`src/eimc_consts.svh`:
```
// eimc_consts.svh: offsets, field positions and timing counts of the memory controller
// assumes: included by eimc_pkg and eimc_top, definitions only
`ifndef EIMC_CONSTS_SVH
`define EIMC_CONSTS_SVH
// address phase fields on the shared address/data lines
`define EIMC_WA_LSB 2
`define EIMC_WA_MSB 21
`define EIMC_LEN_LSB 22
`define EIMC_SRC_LSB 26
`define EIMC_WR_BIT 29
// board capacities in words (128K and 256K bytes)
`define EIMC_SMALL_WORDS 21'h08000
`define EIMC_BIG_WORDS 21'h10000
// system error summary bit positions
`define EIMC_SE_CE 0
`define EIMC_SE_UE 1
`define EIMC_SE_PAR 2
`define EIMC_SE_NXM 3
// storage array cycle time
`define EIMC_CLK_NS 25
`define EIMC_CYC_NS 200
`define EIMC_CYC_CLKS ((`EIMC_CYC_NS + `EIMC_CLK_NS - 1) / `EIMC_CLK_NS)
`endif

```
`src/eimc_pkg.sv`:
```
// eimc_pkg: types shared by the memory controller
// assumes: eimc_consts.svh is on the include path
`include "eimc_consts.svh"
package eimc_pkg;
   typedef logic [31:0] eimc_word_t;
   typedef logic [38:0] eimc_cw_t;
   typedef enum logic [2:0] {ST_IDLE, ST_WDATA, ST_RD, ST_WR, ST_RMW, ST_RSP} eimc_state_t;
   typedef struct packed {
      eimc_state_t st;
      logic wr;
      logic [2:0] src;
      logic [19:0] wa;
      logic [1:0] b0;
      logic [3:0] bend;
      logic [2:0] nw;
      logic [2:0] iss;
      logic [2:0] got;
      logic [3:0] gap;
      logic ilv;
      logic werr;
      logic [127:0] wbuf;
      logic rsp_v;
      logic rsp_e;
      eimc_word_t rsp_d;
      logic [3:0] rsp_p;
      logic sa_start;
      logic sa_we;
      logic [15:0] sa_sel;
      logic [15:0] sa_addr;
      eimc_cw_t sa_wd;
      logic [3:0] sys_err;
      logic [2:0] log_src;
      logic [19:0] log_wa;
      logic [5:0] log_bit;
      logic [5:0] proc_fat;
      logic [5:0] proc_par;
      logic [5:0] fat1;
      logic [5:0] fat2;
   } eimc_regs_t;
endpackage

```
`src/eimc_top.sv`:
```
// eimc_top: central memory controller with SEC-DED, interleave and error logging
// assumes: bus and storage boards run on clk_in; fatal lines are asynchronous
//
// Functional notes
// - words stored as 32 data plus 7 check bits, generated on write
// - single-bit errors corrected on read, double-bit errors detected
// - lengths 1,2,4,6,8,10 bytes accepted, also across word boundaries
// - interleaved pairs place consecutive words on alternate boards
// - interleaved multi-word reads and full-word writes started on back-to-back cycles; merged partial words wait a board cycle
// - interleaved read words returned on consecutive bus cycles
// - boards of 128K or 256K bytes, freely mixed except within an interleaved pair
// - up to 16 boards selected from the incoming address
// - sole memory servant, central error logging
// - one parity bit per byte generated and checked on the bus
// - system error summary kept and set by hardware
// - memory error log holds requester, word address and failing bit
// - processor error register marks fatal processors and parity errors
// - all three error registers readable by software
// - requester ids cover six processor and link boards
// - address and data share lines in separate phases
// - 32 data bits with 4 byte-parity bits
`timescale 1ns/1ps
`include "eimc_consts.svh"
module eimc_top #(
   parameter int N_BRD = 16,
   parameter int N_PROC = 6
) (
   input wire logic clk_in,
   input wire logic srst_in,
   input wire logic bus_as_in,
   input wire logic bus_dv_in,
   input wire eimc_pkg::eimc_word_t bus_ad_in,
   input wire logic [3:0] bus_par_in,
   output logic bus_busy_out,
   output logic rsp_valid_out,
   output eimc_pkg::eimc_word_t rsp_data_out,
   output logic [3:0] rsp_par_out,
   output logic rsp_err_out,
   input wire logic [N_BRD-1:0] cfg_big_in,
   input wire logic [N_BRD/2-1:0] cfg_ilv_in,
   input wire logic [N_PROC-1:0] proc_fatal_in,
   input wire logic err_clr_in,
   output logic sa_start_out,
   output logic sa_we_out,
   output logic [N_BRD-1:0] sa_sel_out,
   output logic [15:0] sa_addr_out,
   output eimc_pkg::eimc_cw_t sa_wdata_out,
   input wire eimc_pkg::eimc_cw_t sa_rdata_in,
   input wire logic sa_rvalid_in,
   output logic [3:0] sys_err_out,
   output logic [2:0] mem_err_src_out,
   output logic [19:0] mem_err_addr_out,
   output logic [5:0] mem_err_bit_out,
   output logic [2*N_PROC-1:0] proc_err_out
);
   import eimc_pkg::*;

   // ----------------------------------------
   // check code
   // ----------------------------------------
   // hamming positions 1..38, overall parity in bit 0
   function automatic eimc_cw_t ecc_enc(input eimc_word_t d);
      eimc_cw_t c;
      int k;
      c = '0;
      k = 0;
      for (int j = 1; j < 39; j++) begin
         if ((j & (j - 1)) != 0) begin
            c[j] = d[k];
            k++;
         end
      end
      for (int p = 0; p < 6; p++) begin
         for (int j = 1; j < 39; j++) begin
            if (j[p] && j != (1 << p)) c[1 << p] = c[1 << p] ^ c[j];
         end
      end
      c[0] = ^c[38:1];
      return c;
   endfunction

   // returns {double, single, syndrome, data}
   function automatic logic [39:0] ecc_dec(input eimc_cw_t cin);
      eimc_cw_t c;
      logic [5:0] syn;
      logic sb;
      logic db;
      eimc_word_t d;
      int k;
      c = cin;
      syn = '0;
      sb = 1'b0;
      db = 1'b0;
      d = '0;
      k = 0;
      for (int j = 1; j < 39; j++) begin
         if (c[j]) syn = syn ^ j[5:0];
      end
      if (^c) begin
         if (syn < 6'h27) begin
            sb = 1'b1;
            c[syn] = ~c[syn];
         end else begin
            db = 1'b1;
         end
      end else if (syn != 6'h00) begin
         db = 1'b1;
      end
      for (int j = 1; j < 39; j++) begin
         if ((j & (j - 1)) != 0) begin
            d[k] = c[j];
            k++;
         end
      end
      return {db, sb, syn, d};
   endfunction

   eimc_regs_t s_reg;
   eimc_regs_t s_next;

   // ----------------------------------------
   // board map
   // ----------------------------------------
   logic [19:0] cur_wa;
   logic [20:0] base [N_BRD:0];
   logic [N_BRD-1:0] map_sel;
   logic [15:0] loc [N_BRD-1:0];
   logic [15:0] map_loc;
   logic [N_BRD-1:0] brd_ilv;
   logic map_ilv;
   assign cur_wa = s_reg.wa + {17'h00000, s_reg.iss};
   assign base[0] = 21'h000000;
   genvar g;
   generate
      for (g = 0; g < N_BRD; g++) begin : gen_brd
         logic [20:0] sz;
         logic [20:0] lo;
         logic [20:0] span;
         logic [20:0] off;
         assign sz = cfg_big_in[g] ? `EIMC_BIG_WORDS : `EIMC_SMALL_WORDS;
         assign base[g+1] = base[g] + sz;
         assign brd_ilv[g] = cfg_ilv_in[g/2];
         assign lo = brd_ilv[g] ? base[g - g % 2] : base[g];
         assign span = brd_ilv[g] ? {sz[19:0], 1'b0} : sz;
         assign off = {1'b0, cur_wa} - lo;
         // interleaved pair: even words on even board, odd on odd
         assign map_sel[g] = ({1'b0, cur_wa} >= lo) && (off < span)
            && (!brd_ilv[g] || off[0] == 1'(g % 2));
         assign loc[g] = brd_ilv[g] ? off[16:1] : off[15:0];
      end
   endgenerate
   always_comb begin
      map_loc = '0;
      for (int i = 0; i < N_BRD; i++) begin
         if (map_sel[i]) map_loc = map_loc | loc[i];
      end
   end
   assign map_ilv = |(map_sel & brd_ilv);

   // ----------------------------------------
   // decode of bus and array words
   // ----------------------------------------
   logic par_bad;
   logic [3:0] a_len;
   logic [2:0] a_src;
   logic [3:0] a_bend;
   logic [2:0] a_nw;
   logic len_ok;
   logic rng_bad;
   logic [39:0] rd;
   logic [3:0] wmask;
   eimc_word_t wword;
   eimc_word_t mword;
   logic [19:0] err_wa;
   always_comb begin
      par_bad = 1'b0;
      for (int j = 0; j < 4; j++) begin
         if (!(^{bus_ad_in[8*j +: 8], bus_par_in[j]})) par_bad = 1'b1;
      end
   end
   assign a_len = bus_ad_in[`EIMC_LEN_LSB +: 4];
   assign a_src = bus_ad_in[`EIMC_SRC_LSB +: 3];
   assign a_bend = {2'b00, bus_ad_in[1:0]} + a_len - 4'h1;
   assign a_nw = {1'b0, a_bend[3:2]} + 3'h1;
   assign len_ok = a_len inside {4'h1, 4'h2, 4'h4, 4'h6, 4'h8, 4'ha};
   assign rng_bad = ({1'b0, bus_ad_in[`EIMC_WA_MSB:`EIMC_WA_LSB]} + {18'h0, a_nw}) > base[N_BRD];
   assign rd = ecc_dec(sa_rdata_in);
   assign wword = s_reg.wbuf[{s_reg.iss[1:0], 5'h00} +: 32];
   assign err_wa = s_reg.wa + {17'h00000, (s_reg.st == ST_RD) ? s_reg.got : s_reg.iss};
   always_comb begin
      for (int j = 0; j < 4; j++) begin
         wmask[j] = ({s_reg.iss[1:0], 2'(j)} >= {2'b00, s_reg.b0})
            && ({s_reg.iss[1:0], 2'(j)} <= s_reg.bend);
         mword[8*j +: 8] = wmask[j] ? wword[8*j +: 8] : rd[8*j +: 8];
      end
   end

   // ----------------------------------------
   // sequencer
   // ----------------------------------------
   always_comb begin
      s_next = s_reg;
      s_next.sa_start = 1'b0;
      s_next.sa_we = 1'b0;
      s_next.rsp_v = 1'b0;
      s_next.rsp_e = 1'b0;
      s_next.fat1 = 6'(proc_fatal_in);
      s_next.fat2 = s_reg.fat1;
      // board cycle time is kept across requests, not only inside one
      if (s_reg.gap != 4'h0) s_next.gap = s_reg.gap - 4'h1;
      // a clear in the same cycle as an event loses to the event
      if (err_clr_in) begin
         s_next.sys_err = '0;
         s_next.proc_fat = '0;
         s_next.proc_par = '0;
      end
      s_next.proc_fat = s_next.proc_fat | s_reg.fat2;
      // memory errors on a read or a merge read are logged here
      if (sa_rvalid_in && (s_reg.st == ST_RD || s_reg.st == ST_RMW) && (rd[38] || rd[39])) begin
         s_next.sys_err[rd[39] ? `EIMC_SE_UE : `EIMC_SE_CE] = 1'b1;
         s_next.log_src = s_reg.src;
         s_next.log_wa = err_wa;
         s_next.log_bit = rd[37:32];
      end
      case (s_reg.st)
         ST_IDLE: begin
            if (bus_as_in) begin
               s_next.wr = bus_ad_in[`EIMC_WR_BIT];
               s_next.src = a_src;
               s_next.wa = bus_ad_in[`EIMC_WA_MSB:`EIMC_WA_LSB];
               s_next.b0 = bus_ad_in[1:0];
               s_next.bend = a_bend;
               s_next.nw = a_nw;
               s_next.iss = '0;
               s_next.got = '0;
               s_next.werr = par_bad || !len_ok || rng_bad;
               if (par_bad) begin
                  s_next.sys_err[`EIMC_SE_PAR] = 1'b1;
                  if (a_src < 3'(N_PROC)) s_next.proc_par[a_src] = 1'b1;
               end
               if (rng_bad && len_ok) s_next.sys_err[`EIMC_SE_NXM] = 1'b1;
               if (bus_ad_in[`EIMC_WR_BIT]) s_next.st = ST_WDATA;
               else if (s_next.werr) s_next.st = ST_RSP;
               else s_next.st = ST_RD;
            end
         end
         ST_WDATA: begin
            if (bus_dv_in) begin
               s_next.wbuf[{s_reg.got[1:0], 5'h00} +: 32] = bus_ad_in;
               if (par_bad) begin
                  s_next.werr = 1'b1;
                  s_next.sys_err[`EIMC_SE_PAR] = 1'b1;
                  if (s_reg.src < 3'(N_PROC)) s_next.proc_par[s_reg.src] = 1'b1;
               end
               s_next.got = s_reg.got + 3'h1;
               if (s_reg.got + 3'h1 == s_reg.nw) s_next.st = s_next.werr ? ST_RSP : ST_WR;
            end
         end
         ST_RD: begin
            if (s_reg.iss != s_reg.nw) begin
               if (s_reg.gap != 4'h0) begin
                  s_next.gap = s_reg.gap - 4'h1;
               end else begin
                  s_next.sa_start = 1'b1;
                  s_next.sa_sel = map_sel;
                  s_next.sa_addr = map_loc;
                  s_next.iss = s_reg.iss + 3'h1;
                  s_next.ilv = map_ilv;
                  // interleaved words go out every cycle, others wait a board cycle
                  s_next.gap = map_ilv ? 4'h0 : 4'(`EIMC_CYC_CLKS - 1);
               end
            end
            if (sa_rvalid_in) begin
               s_next.rsp_v = 1'b1;
               s_next.rsp_e = rd[39];
               s_next.rsp_d = rd[39] ? 32'h00000000 : rd[31:0];
               s_next.got = s_reg.got + 3'h1;
               if (s_reg.got + 3'h1 == s_reg.nw) s_next.st = ST_IDLE;
            end
         end
         ST_WR: begin
            if (s_reg.gap != 4'h0) begin
               s_next.gap = s_reg.gap - 4'h1;
            end else begin
               s_next.sa_start = 1'b1;
               s_next.sa_sel = map_sel;
               s_next.sa_addr = map_loc;
               s_next.ilv = map_ilv;
               if (&wmask) begin
                  s_next.sa_we = 1'b1;
                  s_next.sa_wd = ecc_enc(wword);
                  s_next.iss = s_reg.iss + 3'h1;
                  s_next.gap = map_ilv ? 4'h0 : 4'(`EIMC_CYC_CLKS - 1);
                  if (s_reg.iss + 3'h1 == s_reg.nw) s_next.st = ST_RSP;
               end else begin
                  // partial word: the check bits cover the whole word, so merge first
                  s_next.st = ST_RMW;
               end
            end
         end
         ST_RMW: begin
            if (sa_rvalid_in) begin
               if (rd[39]) begin
                  s_next.werr = 1'b1;
                  s_next.st = ST_RSP;
               end else begin
                  s_next.sa_start = 1'b1;
                  s_next.sa_we = 1'b1;
                  s_next.sa_wd = ecc_enc(mword);
                  s_next.iss = s_reg.iss + 3'h1;
                  s_next.gap = 4'(`EIMC_CYC_CLKS - 1);
                  s_next.st = (s_reg.iss + 3'h1 == s_reg.nw) ? ST_RSP : ST_WR;
               end
            end
         end
         ST_RSP: begin
            s_next.rsp_v = 1'b1;
            s_next.rsp_e = s_reg.werr;
            s_next.rsp_d = 32'h00000000;
            s_next.st = ST_IDLE;
         end
         default: s_next.st = ST_IDLE;
      endcase
      for (int j = 0; j < 4; j++) s_next.rsp_p[j] = ~^s_next.rsp_d[8*j +: 8];
   end

   always_ff @(posedge clk_in) begin
      if (srst_in) s_reg <= '0;
      else s_reg <= s_next;
   end

   assign bus_busy_out = s_reg.st != ST_IDLE;
   assign rsp_valid_out = s_reg.rsp_v;
   assign rsp_data_out = s_reg.rsp_d;
   assign rsp_par_out = s_reg.rsp_p;
   assign rsp_err_out = s_reg.rsp_e;
   assign sa_start_out = s_reg.sa_start;
   assign sa_we_out = s_reg.sa_we;
   assign sa_sel_out = s_reg.sa_sel[N_BRD-1:0];
   assign sa_addr_out = s_reg.sa_addr;
   assign sa_wdata_out = s_reg.sa_wd;
   assign sys_err_out = s_reg.sys_err;
   assign mem_err_src_out = s_reg.log_src;
   assign mem_err_addr_out = s_reg.log_wa;
   assign mem_err_bit_out = s_reg.log_bit;
   assign proc_err_out = {s_reg.proc_par[N_PROC-1:0], s_reg.proc_fat[N_PROC-1:0]};

   logic [39:0] wchk;
   assign wchk = ecc_dec(sa_wdata_out);
endmodule

```
`config.mk`:
```
export PLATFORM = sky130hd
export DESIGN_NAME = eimc_top
export DESIGN_NICKNAME = d
export VERILOG_FILES = /design/src/eimc_pkg.sv /design/src/eimc_top.sv
export VERILOG_INCLUDE_DIRS = /design/src
export SDC_FILE = /design/constraint.sdc
export NUM_CORES = 1
export LEC_CHECK = 0
export BUFFER_PORTS_ARGS = -buffer_cell sky130_fd_sc_hd__buf_4
export CAP_MARGIN = 20
export CORE_ASPECT_RATIO = 0.7
export CORE_MARGIN = 8
export CORE_UTILIZATION = 34
export DETAILED_ROUTE_END_ITERATION = 10
export SKIP_LAST_GASP = 1
export SLEW_MARGIN = 25
export SYNTH_ARGS = -nofsm -noshare
export SYNTH_HDL_FRONTEND = slang
export SYNTH_SLANG_ARGS = --single-unit
export TNS_END_PERCENT = 30
```
`constraint.sdc`:
```
create_clock -name clk_in -period 19.65 [get_ports clk_in]
set_input_delay 3.93 -clock clk_in [delete_from_list [all_inputs] [get_ports clk_in]]
set_output_delay 3.93 -clock clk_in [all_outputs]
set_load 0.02 [all_outputs]
```
# [Word level (Yosys, flattened, before mapping)]
# Index checks and enable logic that the tools add are counted.
[totals] ff_bits=344 output_inout_bits=157 elab_cells=1927 in_bits=111
[classes] n_reduce_logical=104 muxes=1315 n_shift=3 n_eq_ne=27 n_addsub=100 order_cmp=114 bitwise_logic=234
[op_table] cell="32-bit 2-to-1 mux" n=189
[op_table] cell="32-bit by 7-bit < comparator with 1-bit output, second input constant" n=62
[op_table] cell="32-bit by 2-bit adder with 32-bit output, second input constant" n=60
[op_table] cell="1-bit 2-to-1 mux" n=880
[op_table] cell="16-bit 2-to-1 mux" n=32
[op_table] cell="21-bit by 18-bit < comparator with 1-bit output" n=15
[op_table] cell="1-bit binary-select mux with 5-bit select" n=62
[op_table] cell="17-bit 2-to-1 mux" n=17
[op_table] cell="18-bit 2-to-1 mux" n=16
[op_table] cell="16-bit OR" n=15
[op_table] cell="21-bit by 17-bit adder with 21-bit output" n=11
[op_table] cell="20-bit by 21-bit >= comparator with 1-bit output" n=11
[op_table] cell="20-bit by 21-bit subtractor with 21-bit output" n=11
[op_table] cell="39-bit 2-to-1 mux" n=5
[op_table] cell="1-bit XOR" n=168
[op_table] cell="129-bit 2-to-1 mux" n=1
[op_table] cell="128-bit bitwise mux" n=1
[op_table] cell="32-bit by 9-bit variable shift with 128-bit output, first input constant" n=1
[op_table] cell="128-bit by 8-bit variable part select with 32-bit output" n=1
[op_table] cell="32-bit by 9-bit variable part select with 128-bit output" n=1
[op_table] cell="21-bit 2-to-1 mux" n=6
[op_table] cell="5-bit 2-to-1 mux" n=17
[op_table] cell="3-bit 2-to-1 mux" n=27
[op_table] cell="6-bit 2-to-1 mux" n=13
[op_table] cell="94 further kinds" n=275

# [Longest topological paths before layout]
# Gate-level depths: netlist of the first run.
[depth] ltp_word=210 depth_mapped=39 ltp_nobuf=39

# [Worst setup path before layout of the first run]
# OpenSTA, ideal clock, no wires.
[synth_timing] path_kind="in2reg" startpoint="input port cfg_big_in[0]" endpoint="register s_reg[296] in the netlist's numbering" n_path_buf=0 setup_ns=0.128 arrival_ns=14.608 cell_stages=39 slack_ns=4.914 t_required_ns=19.522 path_cell_list="ha_1 -> ha_1 -> inv_1 -> fa_1 -> fa_1 -> fa_1 -> fa_1 -> fa_1 -> fa_1 -> inv_1 -> fa_1 -> fa_1 -> inv_1 -> fa_1 -> inv_1 -> fa_1 -> inv_1 -> fa_1 -> [... 3 more ...] -> ha_1 -> a21oi_1 -> nor2_1 -> o21ai_0 -> a21o_1 -> xnor2_1 -> ha_1 -> nand4_1 -> a2111oi_0 -> o211ai_1 -> nor4_1 -> a21oi_1 -> nor2_1 -> nor2_1 -> o32ai_1 -> nand2_1 -> mux2i_1 -> nor2_1"
[synth_via] elab_chain_len=20
[synth_rtl] element="from (decl)" line_no="eimc_top.sv:39" rtl="input wire logic [N_BRD-1:0] cfg_big_in,"
[synth_rtl] element="17-bit 2-to-1 mux (no line)"
[synth_rtl] element="17-bit by 17-bit adder with 18-bit output" line_no="eimc_top.sv:141" rtl="assign base[g+1] = base[g] + sz;"
[synth_rtl] element="18-bit by 17-bit adder with 19-bit output" line_no="eimc_top.sv:141"
[synth_rtl] element="19-bit by 17-bit adder with 20-bit output" line_no="eimc_top.sv:141"
[synth_rtl] element="20-bit by 17-bit adder with 21-bit output" line_no="eimc_top.sv:141"
[synth_rtl] element="21-bit by 17-bit adder with 21-bit output (11 in a row)" line_no="eimc_top.sv:141"
[synth_rtl] element="21-bit > comparator" line_no="eimc_top.sv:186" rtl="assign rng_bad = ({1'b0, bus_ad_in[`EIMC_WA_MSB:`EIMC_WA_LSB]} + {18'h0, a_nw}) > base[N_BRD];"
[synth_rtl] element="1-bit logical OR" line_no="eimc_top.sv:236" rtl="s_next.werr = par_bad || !len_ok || rng_bad;"
[synth_rtl] element="1-bit 2-to-1 mux" line_no="eimc_top.sv:227" rtl="if (bus_as_in) begin"
[synth_rtl] element="1-bit case mux with 3 select lines" line_no="eimc_top.sv:225" rtl="case (s_reg.st)"
[synth_rtl] element="to (signal assigned)" line_no="eimc_top.sv:329" rtl="else s_reg <= s_next;"
[synth_rtl] element="to (decl)" line_no="eimc_top.sv:118" rtl="eimc_regs_t s_reg;"
# Every way passes these cells. The select of a mux whose other input is x is not followed.
# A chain may end at the register's enable or synchronous reset.

# [Worst setup path after layout of the first run]
# Ends and elaborated chain as after synthesis.

==> metrics, run 1 <==
Setup Slack @ Placement=3.639 ns; syn_nets=approximately 4k; WL per Instance=21.28 um; period utilization=0.7862; highest clock rate=64.73 MHz; crit-path most repeated cell=fa_1; Hold Crit Depth=1; cell count after synthesis=3661; Hold EP=s_reg[0]; Min-Delay Path Class=reg2reg; Startpoint Class=input pin; commonest non-fill, non-tap cell in the layout=nand2_1; r2r worst-path depth=22; CTS root buf=clkbuf_16; CP max stage cell=fa_1; Final Max Tran Viols=0; Crit Path Category=in2reg; Yosys top cell area share=0.2388; cell family with most CP delay=adder cells; vias in the first global route=24.33k; Via density=5.448; CTS sink cnt=around 340; Vias=around 26k; GRT Overall Usage=0.2076; RSZ-0062 raised after global routing=false; Post-Route Setup TNS=0 ns; number of flops mapped to enable cells by yosys=0; chip height=259.0 um; most frequent cells in the layout=nand2_1 (456), a21oi_1 (368), dfxtp_1 (340); DP Wirelength=around 75 mm; register area share after synthesis=0.2388; first-pass GRT wire length=153.7 mm; RR Startpoint=s_reg[306]; Max Root-Sink Buffers=3; layout cells sized above 1=0.1406; setup repair bufs after CTS=0; pin count of the biggest net entering global routing=108; Final Cell Area=31970 um^2; grt ovf=0; final non-filler cell total=4801; initial antenna violation count=16; crit path max fanout=5; Post-Synthesis Cell Area=roughly 29000 um^2; #FFs+latches synth=342; GP Congestion=0.9450; placed insts=4719; Yosys cell types=slightly above 90; I/O Buffers=267; worst r2r dst=s_reg[300]; CP Capture Type=register; ANT nets after route=0; Least-Margin Pin Slew=1.026 ns; PnR worst setup slack=4.201 ns; Placement Rows=89; mean area per synthesized cell=7.832 um^2; leading area contributor after synthesis=dfxtp_1; Initial Utilization=0.3419; die area=94020 um^2; die width=approximately 360 um; Maximum Capacitance Violations=0; dominant cells by area after synthesis=dfxtp_1 (24%), ha_1 (9.1%), xnor2_1 (7.8%); post-synthesis async set-or-reset flop share=0; Hold Startpoint=s_next[0]; clock skew=approximately 0.022 ns; Skew-Pair Late Insertion Delay=approximately 0.6 ns; FF-to-FF setup slack=12.19 ns; Num CTS Buffers=between 40 and 50; I/O pins=~270; Hold Fails Final Rpt=0; Relative slew margins=0.3101; CP max stage delay=0.70 ns; status=finished, final reports clean; top_reg_cell synth=dfxtp_1; Placed Instance Area=30530 um^2; CTS tree=yes; endpoints failing setup=0; clock-pin transition on the worst setup and hold timing paths=0.07 ns; P&R area growth vs syn=11.51%; post_cts resized=0; DRC viols=0; Worst Setup SP=cfg_big_in[0]; first drt pass iteration count=5; Buf/Inv on CP=7; count of nets after finishing=3977; number of DRC markers in iteration 0=approximately 2.7k; Ys Warns=0; H-tree depth=2; Worst EP required=20.08 ns; WP data arrival=between 15 and 20 ns; CORE AREA=83850 um^2; minimum clock period after layout=between 15 and 20 ns; WL final=102.2 mm; hold buffer count at CTS=0
cell families after synthesis:
kind of cell / synth area share
compound gates: 0.1842
buf+inv: 0.09348
xor+xnor: 0.1331
simple gates: 0.1802
mux: 0.05533
flops: 0.2388
fa+ha+maj: 0.1149
final cells by class:
type / count / area, um^2
Antenna cell: 7 / 17.52
Clock buffer: 54 / 1177
Clock inverter: 21 / 239.0
Fill cell: 8635 / 51880
Inverter: 157 / 591.8
Multi-Input combinational cell: 2766 / 19280
Sequential cell: 342 / 6849
Tap cell: 1137 / 1423
Timing Repair Buffer: 317 / 2391
per-layer routing:
metal	track usage	share of wire	vias to the layer above
met3	0.06234	0.11	144
met4	0.05796	0.025	16
met1	0.3069	0.47	12430
li1	-	-	12490
met2	0.2869	0.40	1075
met5	0	0.00092	-
how the worst max path moves through the flow:
stage	cells past startpoint	to
6_report	40	s_reg[296]
5_1_grt	40	s_reg[296]
3_5_place_dp	40	s_reg[296]
4_1_cts	40	s_reg[296]
3_3_place_gp	40	s_reg[296]
2_1_floorplan	39	s_reg[296]
synth_stat cells, types with 7 or more instances:
library cell and instances:
nand2_1 458, a21oi_1 369, dfxtp_1 342, nor2_1 318, xnor2_1 256, clkbuf_1 221
ha_1 208, o21ai_0 162, nand3_1 158, buf_4 153, inv_1 151, xor2_1 93
nor3_1 67, mux2i_1 50, o211ai_1 43, a21o_1 39, a211oi_1 38, nor2b_1 35
fa_1 33, mux4_2 33, mux2_2 28, a22oi_1 27, nand4_1 26, a221oi_1 25
xnor3_1 24, a31oi_1 23, a221o_1 17, and2_1 17, and3_1 14, a21boi_0 12
a22o_1 12, nand2b_1 12, o221ai_1 12, or3_1 12, nor4_1 11, a2111oi_0 10
buf_1 10, o22ai_1 10, a311oi_1 9, buf_2 9, nor3b_1 7, o31ai_1 7
through the flow:
stage	utilization	hold slack [ns]
4_1_cts	0.3810	0.4395
3_5_place_dp	0.3641	0.4234
5_1_grt	0.3813	0.4575
6_report	0.3813	0.4354
2_1_floorplan	-	0.4130
3_3_place_gp	0.3638	0.4169
Power of run 1 is not shown: default switching activity piles up to over one toggle a cycle in this logic, so the estimate is an artifact.
==> run 2: changes to the inputs <==
--- a/config.mk
+++ b/config.mk
@@ -6,6 +6,7 @@
 export SDC_FILE = /design/constraint.sdc
 export NUM_CORES = 1
 export LEC_CHECK = 0
+export ABC_AREA = 1
 export BUFFER_PORTS_ARGS = -buffer_cell sky130_fd_sc_hd__buf_4
 export CAP_MARGIN = 20
 export CORE_ASPECT_RATIO = 0.7
==> constraint.sdc (replaced) <==
create_clock -name clk_in -period 13.6 [get_ports clk_in]
set_input_delay 2.72 -clock clk_in [delete_from_list [all_inputs] [get_ports clk_in]]
set_output_delay 2.72 -clock clk_in [all_outputs]
set_load 0.02 [all_outputs]
==> run 2 against run 1 <==
Non-clock buffer count is 26 higher; via count is 23% higher; critical path depth is 1 lower; synthesized cell count is 32% higher; sequential cell count stayed put; area after synthesis is 9.0% higher; global-route usage is 1.4 points higher; first-iteration DRC count is 29% higher; worst setup slack worse by 3.7 ns; final cell count is 28% higher; clock skew is 0.0062 ns higher; critical path type unchanged; highest routed layer unchanged.
==> metrics, run 2 <==
endpoints failing setup=0 (unchanged); Core Util, Final=0.3822 (was 0.3813); RSZ-0062 raised after global routing=false (unchanged); syn_nets=5181 (was 4013); highest clock rate=roughly 77 MHz; first drt pass iteration count=7 (was 5); leading area contributor after synthesis=dfxtp_1 (unchanged); commonest non-fill, non-tap cell in the layout=nand2_1 (unchanged); Least-Margin Pin Slew=1.063 ns (was 1.026 ns); Buf/Inv on CP=12 (was 7); CP max stage cell=fa_2 (was fa_1); WP data arrival=13.56 ns (was 15.88 ns); die area=102100 um^2 (was 94020 um^2); CP max stage delay=0.59 ns (was 0.70 ns); minimum clock period after layout=13.05 ns; CP Capture Type=register (unchanged); CORE AREA=91580 um^2 (was 83850 um^2); Max Root-Sink Buffers=3 (unchanged); WL final=119.7 mm (was 102.2 mm); Num CTS Buffers=42 (was 41); grt ovf=0 (unchanged); status=finished, final reports clean (unchanged); clock-pin transition on the worst setup and hold timing paths=0.06 ns (was 0.07 ns); crit-path most repeated cell=fa_1 (unchanged); I/O Buffers=267 (unchanged); Ys Warns=0 (unchanged); Yosys top cell area share=0.2190 (was 0.2388); die width=378.4 um (was 363.1 um); CTS sink cnt=342 (unchanged); GP Congestion=0.9683 (was 0.9450); initial antenna violation count=13 (was 16); most frequent cell after synthesis=nand2_1 (unchanged); Placement Rows=93 (was 89); cell count after synthesis=4829 (was 3661); Worst EP required=14.11 ns (was 20.08 ns); H-tree depth=2 (unchanged); post-synthesis async set-or-reset flop share=0 (unchanged); vias in the first global route=28.85k (was 24.33k); Relative slew margins=0.2914 (was 0.3101); Yosys cell types=76 (was 91); period utilization=0.9598; ANT nets after route=0 (unchanged); Vias=32.29k (was 26.16k); Min-Delay Path Class=reg2reg (unchanged); number of flops mapped to enable cells by yosys=0 (unchanged); I/O pins=268 (unchanged); DP Wirelength=91.30 mm (was 75.30 mm); Final Max Tran Viols=0 (unchanged); P&R area growth vs syn=11.95% (was 11.51%); pin count of the biggest net entering global routing=72 (was 108); Post-Synthesis Cell Area=31260 um^2 (was 28670 um^2); chip height=269.7 um (was 259.0 um); first-pass GRT wire length=179.4 mm (was 153.7 mm); top_reg_cell synth=dfxtp_1 (unchanged); register area share after synthesis=0.2190 (was 0.2388); crit path max fanout=13 (was 5); Crit Path Category=in2reg (unchanged); GRT Overall Usage=0.2220 (was 0.2076); Via density=5.274 (was 5.448); WL per Instance=19.55 um (was 21.28 um); Maximum Capacitance Violations=0 (unchanged); DRC viols=0 (unchanged); Initial Utilization=0.3414 (was 0.3419); Startpoint Class=input pin (unchanged); Filler Cell Count=9853 (was 8635); layout cells sized above 1=0.1213 (was 0.1406); CTS root buf=clkbuf_16 (unchanged); Skew-Pair Late Insertion Delay=0.61 ns (was 0.59 ns); count of nets after finishing=5200 (was 3977); #FFs+latches synth=342 (unchanged); cell family with most CP delay=adder cells (unchanged); Synth top cells by count=nand2_1 (1148), inv_1 (554), a21oi_1 (460) (was nand2_1 (458), a21oi_1 (369), dfxtp_1 (342)); clock skew=0.02796 ns (was 0.02173 ns); Hold Fails Final Rpt=0 (unchanged); number of DRC markers in iteration 0=3491 (was 2705); mean area per synthesized cell=6.474 um^2 (was 7.832 um^2); dominant cells by area after synthesis=dfxtp_1 (22%), nand2_1 (14%), ha_1 (8.3%) (was dfxtp_1 (24%), ha_1 (9.1%), xnor2_1 (7.8%)); CTS tree=yes (unchanged); hold buffer count at CTS=0 (unchanged); most frequent cells in the layout=nand2_1 (1143), inv_1 (550), a21oi_1 (459) (was nand2_1 (456), a21oi_1 (368), dfxtp_1 (340))
## run 2: per-layer routing
metal	wire length (um)	GRT usage	part of all wire	vias to the layer above
li1	-	-	-	15710
met1	57510	0.3391	0.48	15000
met2	47070	0.3056	0.39	1418
met3	12390	0.05346	0.10	156
met4	2708	0.05472	0.023	8
met5	51	0	0.00043	-
## run 2: what timing repair did
action	4_1_cts	5_1_grt
gates resized for setup	0	9
buffers inserted	0	1
hold endpoints to repair	0	0
endpoints found under the setup margin	0	24
## run 2: worst min-delay path, stage by stage, from the launching register on
cell and delay (ns):
dfxtp_1 0.29, inv_1 0.04, nor2_1 0.03
## run 2: final timing paths
check / to / start / depth (start not counted) / slack, ns
max: sa_addr_out[2] / cfg_big_in[1] / 39 / 0.55
min: s_reg[0] / s_next[0] / 2 / 0.40
max reg2reg: s_reg[300] / s_reg[305] / 32 / 6.82
min reg2reg: s_reg[0] / s_next[0] / 2 / 0.40
## run 2: layout make-up
cell class / instances / area (um^2) / area share
clock inverter: 23 / 306.5 / 0.008758
sequential: 342 / 6850 / 0.1957
inverter: 595 / 2238 / 0.06395
clock buffer: 52 / 1159 / 0.03310
antenna: 9 / 22.52 / 0.0006435
timing repair buffer: 343 / 2576 / 0.07361
multi-input combinational: 3524 / 20300 / 0.5801
tap: 1235 / 1545 / 0.04415
## run 2: logic make-up after synthesis
kind of cell,Yosys count,synth area share
flops,342,0.2190
compound gates,1112,0.2025
xor+xnor,263,0.07800
simple gates,1908,0.2612
fa+ha+maj,241,0.1044
buf+inv,963,0.1349
## run 2: per-stage QoR
step | std cells | hold WS [ns] | setup WS, ns | setup TNS (ns) | area (um^2)
2_1_floorplan | 4829 | 0.3883 | 0.2619 | 0 | 31270
3_5_place_dp | 6038 | 0.3916 | -0.4412 | -8.463 | 33460
3_3_place_gp | 6037 | 0.3901 | -0.3937 | -7.940 | 33450
4_1_cts | 6113 | 0.3954 | 0.1303 | 0 | 34930
5_1_grt | 6118 | 0.4119 | 0.002890 | 0 | 34990
6_report | 6123 | 0.4003 | 0.5465 | 0 | 35000
Power of run 2 is left out for the same reason.
